**config.mk**
```make
export PLATFORM = sky130hd
export DESIGN_NAME = pcn_device_flat
export DESIGN_NICKNAME = d
export VERILOG_FILES = /design/src/logic/pcn_pkg.sv /design/src/logic/pcn_link_if.sv /design/src/logic/pcn_shadow_store.sv /design/src/logic/pcn_device.sv /design/src/flat_wrapper.sv
export SDC_FILE = /design/constraint.sdc
export NUM_CORES = 1
export LEC_CHECK = 0
export BUFFER_PORTS_ARGS = -buffer_cell sky130_fd_sc_hd__buf_2
export CORE_MARGIN = 4
export CORE_UTILIZATION = 30
export DETAILED_ROUTE_END_ITERATION = 10
export GPL_ROUTABILITY_DRIVEN = 0
export PLACE_DENSITY_LB_ADDON = 0.2
export SLEW_MARGIN = 0
export SYNTH_ARGS = -nofsm -noshare
export SYNTH_HDL_FRONTEND = slang
export SYNTH_HIERARCHICAL = 1
export SYNTH_SLANG_ARGS = --single-unit
export TNS_END_PERCENT = 20
```
**constraint.sdc**
```tcl
create_clock -name clk -period 1.8 [get_ports clk]
set_input_delay 0 -clock clk [delete_from_list [all_inputs] [get_ports clk]]
set_output_delay 0 -clock clk [all_outputs]
set_load 0.1 [all_outputs]
```
**src/logic/pcn_pkg.sv**
```systemverilog
// Shared constants, field layout and encodings of the protection config block.
// Assumes a single 50 MHz system clock on both ends.
package pcn_pkg;
  localparam int DATA_W = 16;
  localparam int MV_W = 14;
  localparam int CLK_KHZ = 50000;

  // Link command codes
  typedef enum logic [2:0] {
    PCN_OP_NOP = 3'b000,
    PCN_OP_CFG_WR = 3'b001,
    PCN_OP_CFG_RD = 3'b010,
    PCN_OP_CTL_WR = 3'b011,
    PCN_OP_STAT_RD = 3'b100,
    PCN_OP_WRITE_ENABLE_CMD = 3'b101,
    PCN_OP_ARRAY_WR = 3'b110,
    PCN_OP_CTL_RD = 3'b111
  } pcn_op_t;

  typedef enum logic [1:0] {
    PCN_SLEEP = 2'b00,
    PCN_NORMAL = 2'b01,
    PCN_STORE = 2'b10
  } pcn_dev_state_t;

  // Configuration field positions
  localparam int CFG_OV_LSB = 14;
  localparam int CFG_UV_LSB = 12;
  localparam int CFG_OC_LSB = 10;
  localparam int CFG_CE_LSB = 8;
  localparam int CFG_CELLS_BIT = 7;
  localparam int CFG_INHIBIT_OFF_BIT = 6;
  localparam logic [15:0] CFG_USED_MASK = 16'hFFC0;
  localparam logic [15:0] CFG_DEFAULT_4CELL = 16'h30C0;
  localparam logic [15:0] CFG_DEFAULT_3CELL = 16'h0040;

  // Control field positions
  localparam int CTL_SLEEP_BIT = 7;
  localparam int CTL_GAIN_LSB = 8;
  localparam int CTL_CHG_FET_BIT = 10;
  localparam int CTL_DSG_FET_BIT = 11;
  localparam int CTL_BAL_LSB = 12;
  localparam logic [15:0] CTL_USED_MASK = 16'hFF80;
  localparam logic [15:0] CTL_RESET = 16'h0000;

  // Status bit positions
  localparam int STAT_REG_OC_BIT = 0;
  localparam int STAT_UV_BIT = 1;
  localparam int STAT_CHG_BIT = 2;

  // Threshold tables in millivolts: base plus step per code; wake levels fixed per variant
  localparam int OV_BASE_MV = 4200;
  localparam int OV_STEP_MV = 50;
  localparam int UV_BASE_4CELL_MV = 1950;
  localparam int UV_BASE_3CELL_MV = 2250;
  localparam int UV_STEP_MV = 100;
  localparam int OC_BASE_MV = 75;
  localparam int OC_STEP_MV = 25;
  localparam int CE_BASE_MV = 500;
  localparam int CE_STEP_MV = 300;
  localparam int WAKE_4CELL_MV = 16000;
  localparam int WAKE_3CELL_MV = 12000;

  // Timing
  localparam int CAL_EXTRA_MS = 200;
  localparam int STORE_TIME_US = 10;
  localparam int STORE_CYCLES = (STORE_TIME_US * CLK_KHZ + 999) / 1000;

  // Host APB register offsets
  localparam logic [11:0] HOST_CMD_OFS = 12'h000;
  localparam logic [11:0] HOST_WDATA_OFS = 12'h004;
  localparam logic [11:0] HOST_RDATA_OFS = 12'h008;
  localparam logic [11:0] HOST_STATUS_OFS = 12'h00C;
  localparam logic [11:0] HOST_MUX_OFS = 12'h010;
  localparam int HST_BUSY_BIT = 0;
  localparam int HST_AWAKE_BIT = 1;
  localparam int HST_FET_OK_BIT = 2;
  localparam int HST_REFUSED_BIT = 3;
endpackage

```
**src/logic/pcn_link_if.sv**
```systemverilog
// Link between the pack controller (host) and the protection device.
// Host drives a held request; device answers with a one-cycle ack.
`timescale 1ns/10ps
interface pcn_link_if;
  logic deviceAwake;
  logic cmdValid;
  logic [2:0] cmdOp;
  logic [15:0] cmdData;
  logic [2:0] muxSel;
  logic cmdAck;
  logic [15:0] rspData;

  modport dev (
    input cmdValid,
    input cmdOp,
    input cmdData,
    input muxSel,
    output deviceAwake,
    output cmdAck,
    output rspData
  );

  modport host (
    output cmdValid,
    output cmdOp,
    output cmdData,
    output muxSel,
    input deviceAwake,
    input cmdAck,
    input rspData
  );
endinterface

```
**src/logic/pcn_shadow_store.sv**
```systemverilog
// Nonvolatile shadow of the configuration and its timed store cycle.
// Assumes factoryLoad is pulsed once at manufacture; sys_rst models power loss.
`timescale 1ns/10ps
module pcn_shadow_store #(
  parameter int W = 16,
  parameter int CYCLES = pcn_pkg::STORE_CYCLES,
  parameter logic [W-1:0] FACTORY = pcn_pkg::CFG_DEFAULT_4CELL
) (
  input wire logic clk,
  input wire logic sys_rst,
  input wire logic factoryLoad,
  input wire logic storeStart,
  input wire logic [W-1:0] storeData,
  output logic [W-1:0] shadowData,
  output logic busy
);
  localparam int CW = $clog2(CYCLES + 1);

  generate
    if (CYCLES < 1) begin : g_bad
      $error("pcn_shadow_store: CYCLES must be at least 1");
    end
  endgenerate

  typedef struct packed {
    logic [W-1:0] shadow;
    logic [W-1:0] pending;
    logic busy;
    logic [CW-1:0] cnt;
  } pcn_sh_st_t;

  pcn_sh_st_t s_reg;
  pcn_sh_st_t s_next;

  // Commit only at the end of the cycle; a power loss mid-cycle keeps the old copy
  always_comb begin
    s_next = s_reg;
    if (s_reg.busy) begin
      if (s_reg.cnt == CW'(CYCLES - 1)) begin
        s_next.shadow = s_reg.pending;
        s_next.busy = 1'b0;
      end else begin
        s_next.cnt = s_reg.cnt + CW'(1);
      end
    end else if (storeStart) begin
      s_next.pending = storeData;
      s_next.busy = 1'b1;
      s_next.cnt = '0;
    end
    if (factoryLoad) begin
      s_next.shadow = FACTORY;
    end
  end

  // Power loss aborts a store but never clears the shadow
  always_ff @(posedge clk) begin
    if (sys_rst) begin
      s_reg <= '{shadow: (factoryLoad ? FACTORY : s_reg.shadow), pending: '0, busy: 1'b0,
                 cnt: '0};
    end else begin
      s_reg <= s_next;
    end
  end

  assign shadowData = s_reg.shadow;
  assign busy = s_reg.busy;
endmodule

```
**src/logic/pcn_device.sv**
```systemverilog
// Protection device end: configuration RAM with shadow recall and store,
// control bits, FET drive, status encoding and the sleep/normal sequencing.
// Assumes the host keeps one request held until ack and drops it next cycle.
//
// Functional notes
// - Start asleep, wake only on wake voltage
// - Host holds mux select and link low
// - Entering normal clears all control bits
// - Host delays FET turn-on past calibration interval
// - Sixteen-bit configuration field layout, low six ignored
// - Factory defaults per cell-count variant
// - Over-charge code selects 4.20V to 4.35V
// - Over-discharge code selects 0.1V steps per variant
// - Over-current code selects 0.075V to 0.150V
// - Inhibit-off bit zero enables low-cell blocking
// - Charge-enable code selects 0.5V to 1.40V
// - Cell-count one means four; three-cell keeps zero
// - Shadow copy recalled into register at power-up
// - Config write touches only volatile copy
// - Write-enable then array write stores shadow
// - Status bit 0 is untuned OR over-current
// - Status bit 2 depends on inhibit-off bit
// - Control bits 10 and 11 drive FETs
//
// The APB interface to the registers and the address map were chosen for this implementation.
`timescale 1ns/10ps
module pcn_device #(
  parameter bit FOUR_CELL = 1'b1,
  parameter int STORE_CYCLES = pcn_pkg::STORE_CYCLES
) (
  input wire logic clk,
  input wire logic sys_rst,
  input wire logic factoryLoad,
  input wire logic wakeDetect,
  input wire logic regulatorUntuned,
  input wire logic overcurrentActive,
  input wire logic overdischargeActive,
  input wire logic overchargeActive,
  input wire logic lowCell,
  pcn_link_if.dev link,
  output logic chargeFetOn,
  output logic dischargeFetOn,
  output logic [3:0] cellBalanceOn,
  output logic [1:0] senseGain,
  output logic [2:0] analogMuxSel,
  output logic fourCells,
  output logic lowCellInhibitEn,
  output logic [13:0] overchargeMv,
  output logic [13:0] undervoltageMv,
  output logic [13:0] overcurrentMv,
  output logic [13:0] chargeEnableMv,
  output logic [13:0] wakeThresholdMv,
  output logic [15:0] configValue
);
  localparam logic [15:0] CFG_FACTORY =
    FOUR_CELL ? pcn_pkg::CFG_DEFAULT_4CELL : pcn_pkg::CFG_DEFAULT_3CELL;
  localparam int UV_BASE =
    FOUR_CELL ? pcn_pkg::UV_BASE_4CELL_MV : pcn_pkg::UV_BASE_3CELL_MV;
  localparam int WAKE_MV = FOUR_CELL ? pcn_pkg::WAKE_4CELL_MV : pcn_pkg::WAKE_3CELL_MV;

  generate
    if (STORE_CYCLES < 1) begin : g_bad
      $error("pcn_device: STORE_CYCLES must be at least 1");
    end
  endgenerate

  typedef struct packed {
    pcn_pkg::pcn_dev_state_t state;
    logic [15:0] cfg;
    logic [15:0] ctrl;
    logic write_enable_cmd;
    logic storeGo;
    logic ack;
    logic [15:0] rsp;
    logic [2:0] mux;
  } pcn_dev_st_t;

  pcn_dev_st_t s_reg;
  pcn_dev_st_t s_next;
  logic [15:0] shadowData;
  logic storeBusy;
  logic [2:0] statusBits;

  // Two-bit field of the configuration at a given position
  function automatic logic [1:0] cfgField(input logic [15:0] cfg, input int lsb);
    cfgField = cfg[lsb +: 2];
  endfunction

  // Linear threshold table: base plus step times code
  function automatic logic [13:0] thrMv(input int base, input int step, input logic [1:0] code);
    thrMv = 14'(base + step * int'(code));
  endfunction

  pcn_shadow_store #(
    .W(pcn_pkg::DATA_W),
    .CYCLES(STORE_CYCLES),
    .FACTORY(CFG_FACTORY)
  ) u_shadow (
    .clk(clk),
    .sys_rst(sys_rst),
    .factoryLoad(factoryLoad),
    .storeStart(s_reg.storeGo),
    .storeData(s_reg.cfg),
    .shadowData(shadowData),
    .busy(storeBusy)
  );

  // Status encoding from the protection conditions
  always_comb begin
    statusBits = 3'h0;
    statusBits[pcn_pkg::STAT_REG_OC_BIT] = regulatorUntuned | overcurrentActive;
    statusBits[pcn_pkg::STAT_UV_BIT] = overdischargeActive;
    if (s_reg.cfg[pcn_pkg::CFG_INHIBIT_OFF_BIT]) begin
      statusBits[pcn_pkg::STAT_CHG_BIT] = overchargeActive;
    end else begin
      statusBits[pcn_pkg::STAT_CHG_BIT] = lowCell | overchargeActive;
    end
  end

  // Sequencing and command handling
  always_comb begin
    s_next = s_reg;
    s_next.ack = 1'b0;
    s_next.storeGo = 1'b0;
    case (s_reg.state)
      pcn_pkg::PCN_SLEEP: begin
        // Recall keeps tracking the shadow, so every wake sees the stored copy
        s_next.cfg = shadowData;
        s_next.ctrl = pcn_pkg::CTL_RESET;
        s_next.write_enable_cmd = 1'b0;
        s_next.mux = 3'h0;
        if (wakeDetect) begin
          s_next.state = pcn_pkg::PCN_NORMAL;
        end
      end
      pcn_pkg::PCN_NORMAL: begin
        s_next.mux = link.muxSel;
        if (link.cmdValid && !s_reg.ack) begin
          s_next.ack = 1'b1;
          s_next.rsp = 16'h0000;
          case (link.cmdOp)
            pcn_pkg::PCN_OP_CFG_WR: begin
              s_next.cfg = link.cmdData & pcn_pkg::CFG_USED_MASK;
            end
            pcn_pkg::PCN_OP_CFG_RD: begin
              s_next.rsp = s_reg.cfg;
            end
            pcn_pkg::PCN_OP_CTL_WR: begin
              s_next.ctrl = link.cmdData & pcn_pkg::CTL_USED_MASK;
              if (link.cmdData[pcn_pkg::CTL_SLEEP_BIT]) begin
                s_next.state = pcn_pkg::PCN_SLEEP;
              end
            end
            pcn_pkg::PCN_OP_CTL_RD: begin
              s_next.rsp = s_reg.ctrl;
            end
            pcn_pkg::PCN_OP_STAT_RD: begin
              s_next.rsp = {13'h0000, statusBits};
            end
            pcn_pkg::PCN_OP_WRITE_ENABLE_CMD: begin
              s_next.write_enable_cmd = 1'b1;
            end
            pcn_pkg::PCN_OP_ARRAY_WR: begin
              // Array write without a prior enable is acked and does nothing
              if (s_reg.write_enable_cmd) begin
                s_next.write_enable_cmd = 1'b0;
                s_next.ack = 1'b0;
                // Last answer kept; the response moves only together with an ack
                s_next.rsp = s_reg.rsp;
                s_next.storeGo = 1'b1;
                s_next.state = pcn_pkg::PCN_STORE;
              end
            end
            default: begin
            end
          endcase
        end
      end
      pcn_pkg::PCN_STORE: begin
        // Ack held back until the shadow has committed
        if (!s_reg.storeGo && !storeBusy) begin
          s_next.ack = 1'b1;
          s_next.state = pcn_pkg::PCN_NORMAL;
        end
      end
      default: begin
        s_next.state = pcn_pkg::PCN_SLEEP;
      end
    endcase
  end

  // Power-up lands in sleep with control cleared
  always_ff @(posedge clk) begin
    if (sys_rst) begin
      s_reg <= '{state: pcn_pkg::PCN_SLEEP, cfg: 16'h0000, ctrl: pcn_pkg::CTL_RESET,
                 write_enable_cmd: 1'b0, storeGo: 1'b0, ack: 1'b0, rsp: 16'h0000, mux: 3'h0};
    end else begin
      s_reg <= s_next;
    end
  end

  // Link answers
  assign link.deviceAwake = (s_reg.state != pcn_pkg::PCN_SLEEP);
  assign link.cmdAck = s_reg.ack;
  assign link.rspData = s_reg.rsp;

  // Pin drive from the control bits and the registered link mux select; a one switches the FET on
  assign chargeFetOn = s_reg.ctrl[pcn_pkg::CTL_CHG_FET_BIT];
  assign dischargeFetOn = s_reg.ctrl[pcn_pkg::CTL_DSG_FET_BIT];
  assign cellBalanceOn = s_reg.ctrl[pcn_pkg::CTL_BAL_LSB +: 4];
  assign senseGain = s_reg.ctrl[pcn_pkg::CTL_GAIN_LSB +: 2];
  assign analogMuxSel = s_reg.mux;

  // Threshold selections for the analog comparators
  assign fourCells = s_reg.cfg[pcn_pkg::CFG_CELLS_BIT];
  assign lowCellInhibitEn = ~s_reg.cfg[pcn_pkg::CFG_INHIBIT_OFF_BIT];
  assign overchargeMv = thrMv(pcn_pkg::OV_BASE_MV, pcn_pkg::OV_STEP_MV,
                              cfgField(s_reg.cfg, pcn_pkg::CFG_OV_LSB));
  assign undervoltageMv = thrMv(UV_BASE, pcn_pkg::UV_STEP_MV,
                                cfgField(s_reg.cfg, pcn_pkg::CFG_UV_LSB));
  assign overcurrentMv = thrMv(pcn_pkg::OC_BASE_MV, pcn_pkg::OC_STEP_MV,
                               cfgField(s_reg.cfg, pcn_pkg::CFG_OC_LSB));
  assign chargeEnableMv = thrMv(pcn_pkg::CE_BASE_MV, pcn_pkg::CE_STEP_MV,
                                cfgField(s_reg.cfg, pcn_pkg::CFG_CE_LSB));
  assign wakeThresholdMv = 14'(WAKE_MV);
  assign configValue = s_reg.cfg;
endmodule

```
**src/flat_wrapper.sv**
```systemverilog
// flat-port wrapper written by rule: the top's interface ports become plain ports
module pcn_device_flat 
#(
  parameter bit FOUR_CELL = 1'b1,
  parameter int STORE_CYCLES = pcn_pkg::STORE_CYCLES
)
  (clk, sys_rst, factoryLoad, wakeDetect, regulatorUntuned, overcurrentActive, overdischargeActive, overchargeActive, lowCell, chargeFetOn, dischargeFetOn, cellBalanceOn, senseGain, analogMuxSel, fourCells, lowCellInhibitEn, overchargeMv, undervoltageMv, overcurrentMv, chargeEnableMv, wakeThresholdMv, configValue, link_cmdValid, link_cmdOp, link_cmdData, link_muxSel, link_deviceAwake, link_cmdAck, link_rspData);
  pcn_link_if link_i ();
  input wire logic clk;
  input wire logic sys_rst;
  input wire logic factoryLoad;
  input wire logic wakeDetect;
  input wire logic regulatorUntuned;
  input wire logic overcurrentActive;
  input wire logic overdischargeActive;
  input wire logic overchargeActive;
  input wire logic lowCell;
  output logic chargeFetOn;
  output logic dischargeFetOn;
  output logic [3:0] cellBalanceOn;
  output logic [1:0] senseGain;
  output logic [2:0] analogMuxSel;
  output logic fourCells;
  output logic lowCellInhibitEn;
  output logic [13:0] overchargeMv;
  output logic [13:0] undervoltageMv;
  output logic [13:0] overcurrentMv;
  output logic [13:0] chargeEnableMv;
  output logic [13:0] wakeThresholdMv;
  output logic [15:0] configValue;
  input wire logic [$bits(link_i.cmdValid)-1:0] link_cmdValid;
  input wire logic [$bits(link_i.cmdOp)-1:0] link_cmdOp;
  input wire logic [$bits(link_i.cmdData)-1:0] link_cmdData;
  input wire logic [$bits(link_i.muxSel)-1:0] link_muxSel;
  output wire logic [$bits(link_i.deviceAwake)-1:0] link_deviceAwake;
  output wire logic [$bits(link_i.cmdAck)-1:0] link_cmdAck;
  output wire logic [$bits(link_i.rspData)-1:0] link_rspData;
  assign link_i.cmdValid = link_cmdValid;
  assign link_i.cmdOp = link_cmdOp;
  assign link_i.cmdData = link_cmdData;
  assign link_i.muxSel = link_muxSel;
  assign link_deviceAwake = link_i.deviceAwake;
  assign link_cmdAck = link_i.cmdAck;
  assign link_rspData = link_i.rspData;
  pcn_device #(.FOUR_CELL(FOUR_CELL), .STORE_CYCLES(STORE_CYCLES)) u_core (.clk(clk), .sys_rst(sys_rst), .factoryLoad(factoryLoad), .wakeDetect(wakeDetect), .regulatorUntuned(regulatorUntuned), .overcurrentActive(overcurrentActive), .overdischargeActive(overdischargeActive), .overchargeActive(overchargeActive), .lowCell(lowCell), .link(link_i), .chargeFetOn(chargeFetOn), .dischargeFetOn(dischargeFetOn), .cellBalanceOn(cellBalanceOn), .senseGain(senseGain), .analogMuxSel(analogMuxSel), .fourCells(fourCells), .lowCellInhibitEn(lowCellInhibitEn), .overchargeMv(overchargeMv), .undervoltageMv(undervoltageMv), .overcurrentMv(overcurrentMv), .chargeEnableMv(chargeEnableMv), .wakeThresholdMv(wakeThresholdMv), .configValue(configValue));
endmodule
```
# Yosys cells after proc, flatten, opt, wreduce, memory -nomap -nowiden
# Index checks and enable logic that the tools add are counted.
# Widths: inputs -> output; s select.
# word_totals
regBits	98
input_bits	32
out_inout_bits	117
# op_classes
addsub	5
multipliers	4
eq_ne	22
muxes	28
n_bitwise	7
n_reduce_logical	20
# ops
cell	n
$mux 16	7
$pmux 33 s2	1
$pmux 16 s4	1
$mux 53	1
$mux 42	1
$mux 26	1
$mul 5x2->7 const A	3
$mux 18	1
$reduce_and 3->1	5
$add 10x14->14 const A	1
$add 12x14->14 const A	1
$add 14x14->14 const A	1
$add 8x14->14 const A	1
$eq 3x3->1 const B	4
$mux 10	1
$mux 2	5
$ne 2x2->1 const B	5
$reduce_bool 2->1	5
$add 9x1->9 const B	1
$eq 9x9->1 const B	1
$mul 7x2->9 const A	1
$mux 9	1
$ne 3x3->1 const B	3
$eq 3x2->1 const B	2
18 further kinds	32

# Depth between registers and ports, before layout
# depth
ltp_word	5
ltp_mapped	10
ltp_nobuf	6

# Hierarchy
# Netlist, hierarchy kept.
# by_module_without_submodules
mod	n_inst	cells_each	area_per_inst_um2	seq_area_each_um2
pcn_device	1	383	3337.0	980.9
pcn_shadow_store	1	183	1821.7	1001.0

# Least setup slack after synthesis
# Ideal clock, no wire load.
# synth_timing
path_kind	register to output
start	register u_core.s_reg, in the netlist u_core/configValue[10]
end	output overcurrentMv[4]
t_arrival_ns	3.787
slack_ns	-1.987
path_stages_with_launch	5
n_path_buf	0
path_cell_list	dfxtp_1 inv_1 ha_1 xor2_1 xnor2_1
# synth_between
elab_chain_len	2
# synth_rtl
element	line_no	rtl
from (decl)	pcn_device.sv:78	pcn_dev_st_t s_reg;
from (signal assigned)	pcn_device.sv:195	s_reg <= '{state: pcn_pkg::PCN_SLEEP, cfg: 16'h0000, ctrl: pcn_pkg::CTL_RESET,
from (signal assigned)	pcn_device.sv:198	s_reg <= s_next;
$mul 5x2->7	pcn_device.sv:91	thrMv = 14'(base + step * int'(code));
$add 8x14->14	pcn_device.sv:91	
to (decl)	flat_wrapper.sv:27	output logic [13:0] overcurrentMv;
# Every way passes these cells.

# Worst setup path in the final report
# layout_timing
start	register u_core.s_reg, in the netlist u_core/configValue[8]
end	output chargeEnableMv[10]
# layout_between
elab_chain_len	2
# layout_rtl
element	line_no	rtl
$mul 7x2->9	pcn_device.sv:91	
$add 10x14->14	pcn_device.sv:91	
to (decl)	flat_wrapper.sv:28	output logic [13:0] chargeEnableMv;
# Every way passes these cells.

==> results.md <==
Critical path:
- The critical path in this run is classified as register to output port.
- For this run, the slowest stage of the critical path takes 0.45 ns.
- The kind of launch point of the worst setup path is a register.
- The number of buffers and inverters on the critical path is 2.
- The required time reported for the critical path endpoint is 1.80 ns.
- On the critical path, the stage with the largest delay is an instance of dfxtp_4.
- The maximum fanout along the worst path is 8.
- The arrival time reported for the critical path endpoint is 1.76 ns.
- The signal on the critical path passes through clkinvlp_4 > ha_1 > or2_2 > buf_6.
- The register-to-register setup slack is 0.06 ns.
- The family with the most delay on the worst path is flip-flops.
- The endpoint class of the critical path is an output port.

Clocking:
- The clock passes through at most 2 buffers.
- The buffer cell driving the clock tree root is clkbuf_16.
- After clock tree synthesis, the clock-pin slew on the worst setup and hold paths is 0.07 ns.
- TritonCTS built the clock tree.
- TritonCTS created 9 clock buffers.
- Clock latency on the worst-skew pair, taken at its later pin, is about 0.35 ns.
- The H-tree was split into 3 levels.
- The clock sink count is 91.

Floorplanning:
- The effective utilization at floorplan is 30.9%.
- In this run the core area contains 47 standard-cell rows.
- The placeable core region is 0.0167 mm^2.
- In this run the vertical extent of the chip is 139 um.
- The die footprint is 0.0194 mm^2.
- The die is 139 um wide.
- The I/O pin count is 149.

Timing:
- The post-route fraction of the period consumed by the critical path is 97.6%.
- The post-layout minimum cycle time is 1.76 ns.
- For this run, the top clock speed supported by timing is about 0.57 GHz.
- The transition at the pin with the smallest max-transition slack is 0.821 ns.
- Setup violations remaining at the end of the flow were counted as 0.
- The total count of max-transition violations in the final report was 0.
- Measured against its own limit, the worst slew margin works out to roughly 45%.
- The clock skew after layout is 0.0105 ns.
- Setup repair after global routing could not meet its margin everywhere.
- The final-layout worst hold slack is 0.0197 ns.
- The hold violation total from the final report is 0.

Detailed routing:
- The via-per-instance ratio is 4.71.
- The first detailed-routing pass took 4 iterations.
- For this block, the via count after detailed routing is 3993.
- The final wirelength is 13700 um.
- Once detail routing completed, the nets flagged for antenna violations numbered 0.
- After detailed routing, the average wire length per cell comes to ~16 um.
- The remaining routing DRC violations is 0.
- For this block, the initial DRC count from the detailed router was 218.

Synthesis:
- The Yosys step of the flow raised 6 warnings.
- dfxtp_1 takes more of the synthesized area than any other cell.
- Synthesis instantiated 60 different standard cells from the library.
- The post-synthesis average cell area is approximately 9 um^2.
- The cell area after synthesis is 0.00516 mm^2.
- In this run, synthesis produced a sequential element count of 91.
- Of the synthesized area, sequential elements account for 38.4%.
- By area the synthesized netlist is led by dfxtp_1 29%, buf_4 15%, edfxtp_1 9.3%, ha_1 6.1%, a21oi_1 4.5%.
- In this run, synthesis inferred 16 flip-flops with an integrated enable.
- In the synthesized netlist the dominant register cell turns out to be dfxtp_1.
- The top cell type's share of synthesized area is between 20% and 30%.
- The async set-reset flop share out of synthesis is 0%.
- The gate count after technology mapping is 566.

Run status:
- The flow ran to the end, and the final reports show no timing, DRC or antenna violations.

Cells and area:
- The post-route netlist has 31.4% of its cells at a drive strength greater than 1.
- The net count reported at finish is a little under 700.
- The library cells used most frequently in the layout, excluding fill and tap cells, are 98 x buf_2, 70 x dfxtp_1, 50 x nand2_1, 46 x a21oi_1, 36 x conb_1.
- The flip-flop count of the largest register after layout is 25.
- The area added between synthesis and finish is 19.5%.
- The number of antenna cells inserted is 0.
- The library cell used most frequently in the layout, excluding fill and tap cells, is buf_2.

Global route:
- The wire length of the first global-routing pass is about 21000 um.
- The pin count of the biggest net entering global routing is 49.
- The number of antenna violations at the first check in global routing is 0.
- The via count of the first global-routing pass is 3853.
- In the global route stage, overall resource usage came out at 13.7%.
- Summed over all layers, the global routing overflow is 0.

Job:
- The tool flagged a number of max-cap violations equal to 0.

Placed design:
- The quantity of I/O buffers inserted on ports is between 100 and 150.
- The wire-length estimate of the detail-placed layout is 9760 um.

Hold path:
- The worst hold path class is input pin to register.
==> path summary, 6_finish.rpt <==
| check | from | endpoint | cells after the start |
|---|---|---|---|
| max | u_core/configValue[8] | chargeEnableMv[10] | 4 |
| min | link_cmdData[7] | u_core/configValue[7] | 3 |
| max reg2reg | u_core/s_reg[55] | u_core/configValue[15] | 6 |
| min reg2reg | u_core/link.rspData[2] | u_core/link.rspData[2] | 2 |
==> synthesized netlist by cell type, types with 2 or more instances <==
| cell | n |
|---|---|
| a221oi_2 | 5 |
| o211ai_1 | 9 |
| xnor2_1 | 2 |
| a22oi_1 | 11 |
| buf_6 | 7 |
| nor3_1 | 3 |
| clkbuf_2 | 2 |
| a211oi_1 | 11 |
| nand2b_1 | 5 |
| xor2_1 | 2 |
| buf_4 | 104 |
| or3_1 | 9 |
| a21oi_1 | 46 |
| o41ai_2 | 2 |
| or2_2 | 2 |
| a22o_1 | 11 |
| a211o_1 | 4 |
| clkbuf_1 | 12 |
| a221oi_1 | 5 |
| nor2_1 | 28 |
| nor2b_1 | 6 |
| ha_1 | 25 |
| dfxtp_1 | 75 |
| buf_2 | 7 |
| o21ai_0 | 6 |
| edfxtp_1 | 16 |
| and2_1 | 13 |
| inv_1 | 28 |
| nand2_1 | 50 |
| o31ai_1 | 2 |
| and3_1 | 9 |
| nand3_1 | 11 |
| and3b_1 | 3 |
| conb_1 | 2 |
| nand4_1 | 8 |
==> routing by layer <==
layer	GRT usage, %	wire, um	vias up
met5	0	0	-
met4	3.30	123	0
met3	3.83	851	10
met2	23.1	6670	130
met1	17.4	6040	1911
li1	-	-	1942
==> worst min-delay path, delay by kind of cell <==
kind	cells	cell delay, ns
buffers and inverters	1	0.13
and+or+nand+nor	1	0.12
AOI/OAI and AO/OA	1	0.07
==> through the flow <==
step / area (um^2) / setup TNS (ns) / std cells / utilization [%] / worst slack, ns
floorplan: 5510 / -2.03 / 600 / - / -0.542
global placement: 5640 / 0 / 813 / 33.8 / 0.0541
detailed placement: 5640 / 0 / 813 / 33.8 / 0.00332
CTS: 6120 / 0 / 844 / 36.7 / 0.0131
global route: 6160 / -0.00999 / 847 / 36.9 / -0.00999
finish: 6160 / 0 / 847 / 36.9 / 0.0428
==> cell type report <==
cell class	count	area (um^2)
clock inverters	7	104
fillers	1717	10500
multi-input cells	350	2440
repair buffers	142	992
inverters	28	128
clock buffers	9	225
well taps	220	275
flip-flops and latches	91	2000
==> repair_timing <==
action	in CTS	in global routing
hold buffers	12	0
resized for setup	4	5
setup buffers	3	1
pin swaps	0	2
setup endpoints to repair	4	37
cloned	0	2
endpoints found under the hold margin	14	0
==> cell families after synthesis <==
| kind of cell | Yosys count | synth area share, % |
|---|---|---|
| muxes | 1 | 0.218 |
| other | 2 | 0.146 |
| DFF | 91 | 38.4 |
| buffers and inverters | 161 | 20.5 |
| and+or+nand+nor | 159 | 16.5 |
| AOI/OAI and AO/OA | 123 | 17.4 |
| xor gates and xnor gates | 4 | 0.679 |
| adders and majority gates | 25 | 6.06 |
Power is not shown: default switching activity piles up to over one toggle a cycle in this logic, so the estimate is an artifact.
